`src/core/cpsr_defines.svh`:
```
// register map, field positions, codes and reset values of the copper control/status bank
// assumes inclusion by bare name from the package and the design modules
`ifndef CPSR_DEFINES_SVH
`define CPSR_DEFINES_SVH

// register addresses
`define CPSR_ADDR_MAIN_CTRL 8'h00
`define CPSR_ADDR_CTRL_ONE  8'h10
`define CPSR_ADDR_STAT_ONE  8'h11
`define CPSR_ADDR_IRQ_STAT  8'h1A
`define CPSR_ADDR_IRQ_MASK  8'h1B
`define CPSR_ADDR_PAIR_POL  8'h1C

// main control fields
`define CPSR_MAIN_RESET     15
`define CPSR_MAIN_ANEN      12
`define CPSR_MAIN_PDN       11
`define CPSR_MAIN_RESTART   9

// copper control one fields
`define CPSR_CTRL_XOVER_HI  6
`define CPSR_CTRL_XOVER_LO  5
`define CPSR_CTRL_PDN       2
`define CPSR_CTRL_POLDIS    1
`define CPSR_CTRL_JABDIS    0

// copper status one fields
`define CPSR_STAT_SPEED_HI  15
`define CPSR_STAT_SPEED_LO  14
`define CPSR_STAT_DUPLEX    13
`define CPSR_STAT_PAGE      12
`define CPSR_STAT_RESOLVED  11
`define CPSR_STAT_LINK      10
`define CPSR_STAT_TXPAUSE   9
`define CPSR_STAT_RXPAUSE   8
`define CPSR_STAT_MDIX      6
`define CPSR_STAT_SLEEP     4
`define CPSR_STAT_GLINK     3
`define CPSR_STAT_POL       1
`define CPSR_STAT_JAB       0

// speed and crossover encodings
`define CPSR_SPEED_1000     2'b10
`define CPSR_SPEED_100      2'b01
`define CPSR_SPEED_10       2'b00
`define CPSR_XOVER_AUTO     2'b11
`define CPSR_XOVER_MDIX     2'b01
`define CPSR_XOVER_MDI      2'b00
`define CPSR_XOVER_RSVD     2'b10

// reset values
`define CPSR_SPEED_RST      2'h2
`define CPSR_MDIX_RST       1'b1
`define CPSR_ANEN_RST       1'b1
`define CPSR_XOVER_RST      2'b11
`define CPSR_WORD_ZERO      16'h0000

// interrupt event positions
`define CPSR_EV_PAGE        0
`define CPSR_EV_LINK        1
`define CPSR_EV_RESOLVED    2
`define CPSR_EV_JABBER      3
`define CPSR_EV_COUNT       4

`endif

```
`src/core/cpsr_pkg.sv`:
```
// types shared by the copper control/status bank and its bench
// assumes the defines header sits beside it
`include "cpsr_defines.svh"

package cpsr_pkg;

  // live status coming up from the copper core
  typedef struct packed {
    logic       linkUp;
    logic       anComplete;
    logic       pageRx;
    logic [1:0] speed;
    logic       duplex;
    logic       txPause;
    logic       rxPause;
    logic       autoMdix;
    logic       rxPolRev;
    logic [3:0] pairPol;
    logic       jabber;
    logic       sleep;
  } cpsr_phy_stat_t;

  // controls going down to the copper core
  typedef struct packed {
    logic powerDown;
    logic swReset;
    logic anRestart;
    logic anEnable;
    logic polForceNormal;
    logic jabberOn;
    logic autoXover;
    logic mdixSel;
  } cpsr_phy_ctrl_t;

endpackage

```
`src/core/cpsr_irq.sv`:
```
// sticky event bits, their mask and the level interrupt
// assumes one-cycle event pulses and write-one-to-clear from the register port
`timescale 1ns/100ps
`include "cpsr_defines.svh"

module cpsr_irq #(
  parameter int N = `CPSR_EV_COUNT
) (
  input  wire logic         sys_clk,
  input  wire logic         reset_n,
  input  wire logic [N-1:0] events,
  input  wire logic         wrStat,
  input  wire logic         wrMask,
  input  wire logic [N-1:0] wrData,
  output logic      [N-1:0] statusOut,
  output logic      [N-1:0] maskOut,
  output logic              irq
);

  typedef struct packed {
    logic [N-1:0] status;
    logic [N-1:0] mask;
    logic         irq;
  } cpsr_irq_state_t;

  cpsr_irq_state_t st_reg;
  cpsr_irq_state_t st_next;
  logic [N-1:0]    stsNext;

  // per bit: a new event beats a clear in the same cycle
  genvar i;
  generate
    for (i = 0; i < N; i++) begin : g_bit
      assign stsNext[i] = events[i] | (st_reg.status[i] & ~(wrStat & wrData[i]));
    end
  endgenerate

  // next state
  always_comb begin
    st_next        = st_reg;
    st_next.status = stsNext;
    if (wrMask) begin
      st_next.mask = wrData;
    end
    st_next.irq    = |(stsNext & st_next.mask);
  end

  // state register
  always_ff @(posedge sys_clk) begin
    if (!reset_n) begin
      st_reg <= '0;
    end else begin
      st_reg <= st_next;
    end
  end

  assign statusOut = st_reg.status;
  assign maskOut   = st_reg.mask;
  assign irq       = st_reg.irq;

endmodule

```
`src/core/cpsr_regs.sv`:
```
// copper port control and status register bank with event interrupt
// assumes a synchronous register port and status inputs synchronous to sys_clk
`timescale 1ns/100ps
`include "cpsr_defines.svh"

module cpsr_regs (
  input  wire logic                    sys_clk,
  input  wire logic                    reset_n,
  input  wire logic [7:0]              regAddr,
  input  wire logic [15:0]             regWrData,
  input  wire logic                    regWrEn,
  input  wire logic                    regRdEn,
  output logic      [15:0]             regRdData,
  input  wire cpsr_pkg::cpsr_phy_stat_t phyStat,
  output cpsr_pkg::cpsr_phy_ctrl_t     phyCtrl,
  output logic                         irq
);

  typedef struct packed {
    logic                     anEnable;
    logic                     mainPdn;
    logic                     ctrlPdn;
    logic                     polDis;
    logic                     jabDis;
    logic [1:0]               xoverMode;
    logic [1:0]               xoverApplied;
    logic [1:0]               speed;
    logic                     duplex;
    logic                     txPause;
    logic                     rxPause;
    logic                     mdix;
    logic                     pageFlag;
    logic                     pdnPrev;
    logic                     linkPrev;
    logic                     resolvedPrev;
    logic                     jabPrev;
    cpsr_pkg::cpsr_phy_ctrl_t ctrl;
    logic [15:0]              rdData;
  } cpsr_state_t;

  cpsr_state_t st_reg;
  cpsr_state_t st_next;

  logic                        resolved;
  logic                        pdnNow;
  logic                        pdnExit;
  logic                        swResetReq;
  logic                        restartReq;
  logic                        is10Half;
  logic                        polShown;
  logic [`CPSR_EV_COUNT-1:0]   events;
  logic [`CPSR_EV_COUNT-1:0]   irqStatus;
  logic [`CPSR_EV_COUNT-1:0]   irqMask;
  logic [15:0]                 ctrlWord;
  logic [15:0]                 mainWord;
  logic [15:0]                 statWord;

  // address match, shared by write and read decode
  function automatic logic hit(input logic [7:0] addr, input logic [7:0] off);
    hit = (addr == off);
  endfunction

  // crossover decode: true for automatic, and for the reserved code run as automatic
  function automatic logic xoverIsAuto(input logic [1:0] mode);
    xoverIsAuto = (mode == `CPSR_XOVER_AUTO) || (mode == `CPSR_XOVER_RSVD);
  endfunction

  // resolution and power state
  assign resolved   = !st_reg.anEnable || phyStat.anComplete;
  assign pdnNow     = st_reg.mainPdn || st_reg.ctrlPdn;
  assign pdnExit    = st_reg.pdnPrev && !pdnNow;
  assign swResetReq = (regWrEn && hit(regAddr, `CPSR_ADDR_MAIN_CTRL) &&
                       regWrData[`CPSR_MAIN_RESET]) || pdnExit;
  assign restartReq = (regWrEn && hit(regAddr, `CPSR_ADDR_MAIN_CTRL) &&
                       regWrData[`CPSR_MAIN_RESTART]) || pdnExit;

  // 10BASE-T half duplex from the live speed and duplex
  assign is10Half = (phyStat.speed == `CPSR_SPEED_10) && !phyStat.duplex;

  // polarity as shown: forced normal in 10BASE-T when polarity disable is set, zero in 1000BASE-T (per-pair field instead)
  always_comb begin
    if (phyStat.speed == `CPSR_SPEED_1000) begin
      polShown = 1'b0;
    end else if (st_reg.polDis && phyStat.speed == `CPSR_SPEED_10) begin
      polShown = 1'b0;
    end else begin
      polShown = phyStat.rxPolRev;
    end
  end

  // interrupt events: page, link change, resolution, jabber start
  always_comb begin
    events                    = '0;
    events[`CPSR_EV_PAGE]     = phyStat.pageRx;
    events[`CPSR_EV_LINK]     = phyStat.linkUp != st_reg.linkPrev;
    events[`CPSR_EV_RESOLVED] = resolved && !st_reg.resolvedPrev;
    events[`CPSR_EV_JABBER]   = phyStat.jabber && !st_reg.jabPrev;
  end

  // sticky event status, mask and level interrupt
  cpsr_irq #(
    .N (`CPSR_EV_COUNT)
  ) u_irq (
    .sys_clk   (sys_clk),
    .reset_n   (reset_n),
    .events    (events),
    .wrStat    (regWrEn && hit(regAddr, `CPSR_ADDR_IRQ_STAT)),
    .wrMask    (regWrEn && hit(regAddr, `CPSR_ADDR_IRQ_MASK)),
    .wrData    (regWrData[`CPSR_EV_COUNT-1:0]),
    .statusOut (irqStatus),
    .maskOut   (irqMask),
    .irq       (irq)
  );

  // main control readback; reset and restart read as zero
  always_comb begin
    mainWord                   = `CPSR_WORD_ZERO;
    mainWord[`CPSR_MAIN_ANEN]  = st_reg.anEnable;
    mainWord[`CPSR_MAIN_PDN]   = st_reg.mainPdn;
  end

  // copper control one readback
  always_comb begin
    ctrlWord                                          = `CPSR_WORD_ZERO;
    ctrlWord[`CPSR_CTRL_XOVER_HI:`CPSR_CTRL_XOVER_LO] = st_reg.xoverMode;
    ctrlWord[`CPSR_CTRL_PDN]                          = st_reg.ctrlPdn;
    ctrlWord[`CPSR_CTRL_POLDIS]                       = st_reg.polDis;
    ctrlWord[`CPSR_CTRL_JABDIS]                       = st_reg.jabDis;
  end

  // copper status one readback
  always_comb begin
    statWord                                          = `CPSR_WORD_ZERO;
    statWord[`CPSR_STAT_SPEED_HI:`CPSR_STAT_SPEED_LO] = st_reg.speed;
    statWord[`CPSR_STAT_DUPLEX]                       = st_reg.duplex;
    statWord[`CPSR_STAT_PAGE]                         = st_reg.pageFlag;
    statWord[`CPSR_STAT_RESOLVED]                     = resolved;
    statWord[`CPSR_STAT_LINK]                         = phyStat.linkUp;
    statWord[`CPSR_STAT_TXPAUSE]                      = st_reg.txPause;
    statWord[`CPSR_STAT_RXPAUSE]                      = st_reg.rxPause;
    statWord[`CPSR_STAT_MDIX]                         = st_reg.mdix;
    statWord[`CPSR_STAT_SLEEP]                        = phyStat.sleep;
    statWord[`CPSR_STAT_GLINK]                        = phyStat.linkUp;
    statWord[`CPSR_STAT_POL]                          = polShown;
    statWord[`CPSR_STAT_JAB]                          = phyStat.jabber && st_reg.ctrl.jabberOn;
  end

  // next state
  always_comb begin
    st_next              = st_reg;
    st_next.pdnPrev      = pdnNow;
    st_next.linkPrev     = phyStat.linkUp;
    st_next.resolvedPrev = resolved;
    st_next.jabPrev      = phyStat.jabber;

    // register writes
    if (regWrEn) begin
      if (hit(regAddr, `CPSR_ADDR_MAIN_CTRL)) begin
        st_next.anEnable = regWrData[`CPSR_MAIN_ANEN];
        st_next.mainPdn  = regWrData[`CPSR_MAIN_PDN];
      end else if (hit(regAddr, `CPSR_ADDR_CTRL_ONE)) begin
        st_next.xoverMode = regWrData[`CPSR_CTRL_XOVER_HI:`CPSR_CTRL_XOVER_LO];
        st_next.ctrlPdn   = regWrData[`CPSR_CTRL_PDN];
        st_next.polDis    = regWrData[`CPSR_CTRL_POLDIS];
        st_next.jabDis    = regWrData[`CPSR_CTRL_JABDIS];
      end
    end

    // resolved fields are captured only while resolution holds
    if (resolved) begin
      st_next.speed   = phyStat.speed;
      st_next.duplex  = phyStat.duplex;
      st_next.txPause = phyStat.txPause;
      st_next.rxPause = phyStat.rxPause;
      if (xoverIsAuto(st_reg.xoverApplied)) begin
        st_next.mdix = phyStat.autoMdix;
      end else begin
        st_next.mdix = (st_reg.xoverApplied == `CPSR_XOVER_MDIX);
      end
    end

    // page flag: set beats the read clear
    if (phyStat.pageRx) begin
      st_next.pageFlag = 1'b1;
    end else if (regRdEn && hit(regAddr, `CPSR_ADDR_STAT_ONE)) begin
      st_next.pageFlag = 1'b0;
    end else if (swResetReq) begin
      st_next.pageFlag = 1'b0;
    end

    // software reset applies the pending crossover mode
    if (swResetReq) begin
      st_next.xoverApplied = st_next.xoverMode;
    end

    // controls to the copper core
    st_next.ctrl.powerDown      = st_next.mainPdn || st_next.ctrlPdn;
    st_next.ctrl.swReset        = swResetReq;
    st_next.ctrl.anRestart      = restartReq;
    st_next.ctrl.anEnable       = st_next.anEnable;
    st_next.ctrl.polForceNormal = st_next.polDis;
    st_next.ctrl.jabberOn       = !st_next.jabDis && is10Half;
    st_next.ctrl.autoXover      = xoverIsAuto(st_next.xoverApplied);
    st_next.ctrl.mdixSel        = st_next.xoverApplied == `CPSR_XOVER_MDIX;

    // read data, valid the cycle after the strobe only
    st_next.rdData = `CPSR_WORD_ZERO;
    if (regRdEn) begin
      if (hit(regAddr, `CPSR_ADDR_MAIN_CTRL)) begin
        st_next.rdData = mainWord;
      end else if (hit(regAddr, `CPSR_ADDR_CTRL_ONE)) begin
        st_next.rdData = ctrlWord;
      end else if (hit(regAddr, `CPSR_ADDR_STAT_ONE)) begin
        st_next.rdData = statWord;
      end else if (hit(regAddr, `CPSR_ADDR_IRQ_STAT)) begin
        st_next.rdData[`CPSR_EV_COUNT-1:0] = irqStatus;
      end else if (hit(regAddr, `CPSR_ADDR_IRQ_MASK)) begin
        st_next.rdData[`CPSR_EV_COUNT-1:0] = irqMask;
      end else if (hit(regAddr, `CPSR_ADDR_PAIR_POL)) begin
        st_next.rdData[3:0] = phyStat.pairPol;
      end
    end
  end

  // state register with reset values
  always_ff @(posedge sys_clk) begin
    if (!reset_n) begin
      st_reg                     <= '0;
      st_reg.anEnable            <= `CPSR_ANEN_RST;
      st_reg.xoverMode           <= `CPSR_XOVER_RST;
      st_reg.xoverApplied        <= `CPSR_XOVER_RST;
      st_reg.speed               <= `CPSR_SPEED_RST;
      st_reg.mdix                <= `CPSR_MDIX_RST;
      st_reg.ctrl.anEnable       <= `CPSR_ANEN_RST;
      st_reg.ctrl.autoXover      <= 1'b1;
    end else begin
      st_reg <= st_next;
    end
  end

  assign regRdData = st_reg.rdData;
  assign phyCtrl   = st_reg.ctrl;

endmodule

```
`config.mk`:
```
export PLATFORM = sky130hd
export DESIGN_NAME = cpsr_regs
export DESIGN_NICKNAME = d
export VERILOG_FILES = /design/src/core/cpsr_pkg.sv /design/src/core/cpsr_irq.sv /design/src/core/cpsr_regs.sv
export VERILOG_INCLUDE_DIRS = /design/src /design/src/core
export SDC_FILE = /design/constraint.sdc
export NUM_CORES = 1
export LEC_CHECK = 0
export BUFFER_PORTS_ARGS = -buffer_cell sky130_fd_sc_hd__buf_2
export CAP_MARGIN = 5
export CORE_MARGIN = 2
export CORE_UTILIZATION = 54
export DETAILED_ROUTE_END_ITERATION = 16
export PLACE_DENSITY = 0.85
export REMOVE_ABC_BUFFERS = 1
export SKIP_LAST_GASP = 1
export SLEW_MARGIN = 0
export SYNTH_ARGS = -nofsm -noshare
export SYNTH_HDL_FRONTEND = slang
export SYNTH_SLANG_ARGS = --single-unit
```
`constraint.sdc`:
```
create_clock -name sys_clk -period 4.8 [get_ports sys_clk]
set_input_delay 0.48 -clock sys_clk [delete_from_list [all_inputs] [get_ports sys_clk]]
set_output_delay 0.48 -clock sys_clk [all_outputs]
set_load 0.02 [all_outputs]
```
==> reports/results.txt, run 1 <==
die area -> 4440 um2
worst slew pin tran -> 0.719 ns
top_reg_cell synth -> dfxtp_1
global route overflow -> 0
Switch Pwr -> 0.168 mW
Sink Count -> 49
synthesized area per cell -> 9.26 um2
leakage power -> 1.05 nW
total number of yosys warnings -> 0
Post-Route WL -> 4220 um
Synth Instances -> 229
I/O pin count -> 69
CTS tree -> done
post-synth top area cell -> dfxtp_1
Post-Synthesis Cell Area -> 2120 um2
Pre-Repair DR Iteration Count -> 4
GRT Resource Usage Total -> 21.1%
crit path cell chain -> buf_2 > or4_4 > nor4_4 > a21oi_2 > a311oi_1 > nor3_1
setup TNS -> 0 ns
RSZ-0062 raised after global routing -> false
largest net degree at the start of global routing -> 25
Vias per Instance -> 5.35
I/O Buffers -> 61
Post-synth EDFFs -> 0
diode count -> 0
Num CTS Buffers -> 5
GPL Wtd Cong -> 0.916
Synth area leaders -> dfxtp_1 46%, buf_4 8.5%, mux2i_1 5.2%
root buffer cell -> clkbuf_8
Peak VDD IR -> 0.000174 V
status -> finished, final reports clean
initial detailed-routing violation count -> 105
Seq pwr share -> 59.2%
post-cts gate resize count -> 0
share of cells above drive strength 1 -> 30.5%
share of the yosys chip area belonging to registers -> 46.3%
H-tree depth -> 2
Post-CTS Setup Bufs -> 0
WHS -> 0.393 ns
Req. time, crit path -> 4.96 ns
Relative slew margins -> 52.0%
Clk pwr share -> 32.7%
worst hold path type -> in2reg
Synth async-reset ratio -> 0%
Max-cap violations -> 0
DRT antenna net count -> 0
first-pass GRT wire length -> 6990 um
initial antenna violation count -> 0
crit path DAT -> 2.07 ns
Initial Utilization -> 57.0%
Comb power frac -> 8.1%
Placed Cells incl. Taps -> 306
worst skew pair latency -> 0.30 ns
Post-synth top cells -> 49 x dfxtp_1, 28 x nor2_1, 24 x buf_4
number of global-route vias before repair -> 1586
Synth Register Bits -> 49
Final nets -> 309
max FFs per register -> 15
internal power -> 0.538 mW
drt drc -> 0
fmax -> 524 MHz
hpwl dp -> 3230 um
worst-path fanout max -> 11
period utilization -> 39.8%
vias after detailed routing -> 1680
Layout area overhead -> 11.3%
Die Wd -> 66.7 um
CORE AREA -> 3720 um2
CTS Hold Buffers Added -> 0
Final setup viols -> 0
Final Hold Vio Count -> 0
Synth top area share -> 46.3%
slowest cell on the critical path -> or4_4
Worst Setup End Kind -> flop
Max clock buf depth -> 2
worst clock skew -> 0.00829 ns
fin. max-slew vios -> 0
Reg clk slew, reported paths -> 0.08 ns
Rows -> 22
nature of the critical path startpoint -> input pin
Layout Cells excl Fill -> 314
PwrDens -> 299 nW/um2
wire per inst -> 13.4 um
top-count cell post-synth -> dfxtp_1
library cells used by synthesis -> 46
Die Height -> 66.7 um
Max stage delay on crit path -> 0.57 ns
post-layout min period -> 1.91 ns
critical path type -> in2reg
Sw Ratio -> 23.8%
==> area by class of cell <==
class,count,area [um2]
Clock buffer,5,68.8
Clock inverter,3,17.5
Fill cell,330,1360
Inverter,4,15.0
Multi-Input combinational cell,144,912
Sequential cell,49,981
Tap cell,48,60.1
Timing Repair Buffer,61,305
==> metrics by stage <==
stage                     power [mW]  utilization (%)  setup slack, ns  cell area [um2]
after floorplan                0.452                -             2.91             1910
after global placement         0.483             61.2             2.58             2270
after detailed placement       0.485             61.2             2.57             2270
after CTS                      0.714             63.5             2.89             2360
after global routing           0.735             63.5             2.74             2360
final                          0.707             63.5             2.89             2360
==> final timing paths <==
| path | from | to | slack, ns | cells past startpoint |
|---|---|---|---|---|
| max | regAddr[0] | phyCtrl[0]$_SDFF_PN0_ | 2.89 | 6 |
| max reg2reg | phyCtrl[4]$_SDFFE_PN1N_ | u_irq.irq$_SDFF_PN0_ | 3.19 | 5 |
| min | phyStat[0] | regRdData[4]$_SDFF_PP0_ | 0.39 | 2 |
| min reg2reg | st_reg[31]$_SDFFE_PN0N_ | st_reg[31]$_SDFFE_PN0N_ | 0.45 | 2 |
==> routing by layer <==
| metal | up-vias | track usage [%] | wire, um |
|---|---|---|---|
| met3 | 7 | 3.89 | 257 |
| met4 | 0 | 8.67 | 74 |
| met5 | - | 0 | 0 |
| met1 | 770 | 26.5 | 1880 |
| li1 | 836 | - | - |
| met2 | 67 | 35.4 | 2010 |
==> power groups by stage <==
stage,Combinational (mW),Clock [mW],Sequential [mW]
after floorplan,0.0253,0,0.427
after global placement,0.0561,0,0.427
after detailed placement,0.0571,0,0.427
after CTS,0.0575,0.238,0.418
after global routing,0.0640,0.252,0.419
final,0.0575,0.231,0.418
==> placed cells by master, fill, tap and decap left out, types with 2 or more instances in the layout <==
cell type and instances:
nor3b_1 2, buf_2 61, and4b_1 2, a22o_1 3, nor2b_1 5, clkinv_2 2, dfxtp_1 49, clkbuf_8 5
mux2i_1 11, o211ai_1 4, o22ai_1 2, nand2_1 20, a22oi_1 3, o21ai_0 2, nor2_1 28, or2_2 2
and2_1 11, nand4_1 4, nand2b_1 5, a32oi_1 2, nor3_1 2, a21oi_1 14, inv_1 4
==> logic make-up after synthesis <==
family | after synthesis | share of synthesized area [%]
simple gates | 93 | 25.0
buf+inv | 36 | 10.7
flops | 49 | 46.3
xor+xnor | 1 | 0.413
mux | 13 | 6.26
other cells | 1 | 0.177
compound gates | 36 | 11.2
==> critical path: cells and delay by family <==
family                 cells  cell delay, ns
AND/OR/NAND/NOR            3            0.94
buffers and inverters      1            0.16
AO/OA/AOI/OAI              2            0.48
(Power assumes the default switching activity.)
==> run 2, diff against run 1 <==
--- a/config.mk
+++ b/config.mk
@@ -9,9 +9,9 @@
 export BUFFER_PORTS_ARGS = -buffer_cell sky130_fd_sc_hd__buf_2
 export CAP_MARGIN = 5
 export CORE_MARGIN = 2
-export CORE_UTILIZATION = 54
+export CORE_UTILIZATION = 50
 export DETAILED_ROUTE_END_ITERATION = 16
-export PLACE_DENSITY = 0.85
+export PLACE_DENSITY = 0.8
 export REMOVE_ABC_BUFFERS = 1
 export SKIP_LAST_GASP = 1
 export SLEW_MARGIN = 0
==> constraint.sdc (replaced) <==
create_clock -name sys_clk -period 2 [get_ports sys_clk]
set_input_delay 0.2 -clock sys_clk [delete_from_list [all_inputs] [get_ports sys_clk]]
set_output_delay 0.2 -clock sys_clk [all_outputs]
set_load 0.02 [all_outputs]
==> reports/results.txt, run 2 (synthesized netlist as in run 1, its figures left out) <==
status -> finished, final reports clean
Final Hold Vio Count -> 0
nature of the critical path startpoint -> input pin
initial detailed-routing violation count -> 119
crit path DAT -> 1.64 ns
vias after detailed routing -> 1687
diode count -> 0
Num CTS Buffers -> 5
CTS tree -> done
DRT antenna net count -> 0
Rows -> 23
Final setup viols -> 0
commonest cells after routing, fill and taps aside -> 61 x buf_2, 49 x dfxtp_1, 28 x nor2_1
Hold Startpoint -> phyStat[0]
Vias per Instance -> 5.24
GRT Resource Usage Total -> 19.5%
share of cells above drive strength 1 -> 32.0%
PwrDens -> 720 nW/um2
Place WS -> 0.218 ns
first-pass GRT wire length -> 7520 um
I/O pin count -> 69
Reg clk slew, reported paths -> 0.09 ns
GPL Wtd Cong -> 0.933
Layout area overhead -> 13.8%
hpwl dp -> 3320 um
worst slew pin tran -> 0.515 ns
I/O Buffers -> 61
drt drc -> 0
Max-cap violations -> 0
Pre-Repair DR Iteration Count -> 4
initial antenna violation count -> 0
Peak VDD IR -> 0.000315 V
CTS Hold Buffers Added -> 0
number of global-route vias before repair -> 1668
total power -> 1.74 mW
Relative slew margins -> 65.6%
worst clock skew -> 0.00778 ns
Die Height -> 69.1 um
largest net degree at the start of global routing -> 17
worst hold path type -> in2reg
delay-heaviest family, CP -> simple AND/OR/NAND/NOR gates
max FFs per register -> 15
worst skew pair latency -> 0.31 ns
die area -> 4780 um2
Reg-to-Reg Start -> mainWord[11]$_SDFF_PN0_
Post-DP Area -> 2320 um2
root buffer cell -> clkbuf_8
critical path type -> in2reg
CORE AREA -> 4030 um2
post-layout min period -> 1.47 ns
wire per inst -> 13.7 um
final setup margin -> 0.532 ns
fin. max-slew vios -> 0
commonest non-fill, non-tap cell in the layout -> buf_2
crit path cell chain -> buf_2 > or4_4 > nor4_4 > buf_4 > mux2i_1 > a21oi_1
Fill cells -> 368
Post-CTS Setup Bufs -> 0
RSZ-0062 raised after global routing -> false
Post-Route WL -> 4430 um
Max clock buf depth -> 2
period utilization -> 73.4%
Final nets -> 315
crit path launch -> regAddr[0]
footprint of the multi-input gates -> 912 um2
Worst Setup End Kind -> flop
Final Instance Area -> 2410 um2
Sink Count -> 49
Die Wd -> 69.1 um
setup TNS -> 0 ns
Crit path buffers/inverters -> 2
Req. time, crit path -> 2.17 ns
worst reg-to-reg setup slack -> 0.60 ns
Initial Utilization -> 52.6%
global route overflow -> 0
Sequential cell area -> 981 um2
post-cts gate resize count -> 0
leakage power -> 1.08 nW
fmax -> 681 MHz
Max stage delay on crit path -> 0.56 ns
worst-path fanout max -> 11
slowest cell on the critical path -> or4_4
H-tree depth -> 2
==> run 2: changes by cell type in the layout (fill, tap and decap cells not counted), sizes merged <==
| cell | before | now |
|---|---|---|
| clkinv | 2 | 1 |
| inv | 4 | 5 |
| buf | 61 | 67 |
==> run 2: path summary, 6_finish.rpt <==
check                       endpoint  depth (start not counted)
max            phyCtrl[7]$_SDFF_PN0_                          6
min          regRdData[4]$_SDFF_PP0_                          2
min reg2reg  st_reg[32]$_SDFFE_PN0N_                          2
max reg2reg    st_reg[36]$_SDFF_PN1_                          5
==> run 2: worst register-to-register path: stages (launching register included) <==
cell and delay (ns):
dfxtp_1 0.39, nor2_1 0.08, and2_1 0.18, a21oi_2 0.29, mux2_1 0.36, nand2_1 0.06
==> run 2: per-stage QoR <==
step           hold WS, ns  instances  utilization (%)
2_1_floorplan        0.262        197                -
3_3_place_gp         0.404        314             57.6
3_5_place_dp         0.412        314             57.6
4_1_cts             0.0903        322             59.8
5_1_grt              0.102        322             59.8
6_report            0.0942        322             59.8
==> run 2: layout make-up <==
| type | instances | share of cell area (%) |
|---|---|---|
| flip-flops and latches | 49 | 40.7 |
| repair buffers | 67 | 14.5 |
| clock inverters | 3 | 0.882 |
| clock buffers | 5 | 2.85 |
| multi-input cells | 144 | 37.8 |
| inverters | 4 | 0.623 |
| well taps | 50 | 2.59 |
==> run 2: layer usage <==
metal	track usage [%]	wire, um	vias up
met3	5.12	231	12
met2	31.0	2090	59
met4	8.06	88	0
met1	25.1	2020	770
li1	-	-	846
met5	0	0	-
==> run 2: report_power, final <==
group / total, mW / switching, mW / internal, mW
clock: 0.591 / 0.343 / 0.249
combinational: 0.142 / 0.0815 / 0.0603
sequential: 1.00 / 0.00847 / 0.994
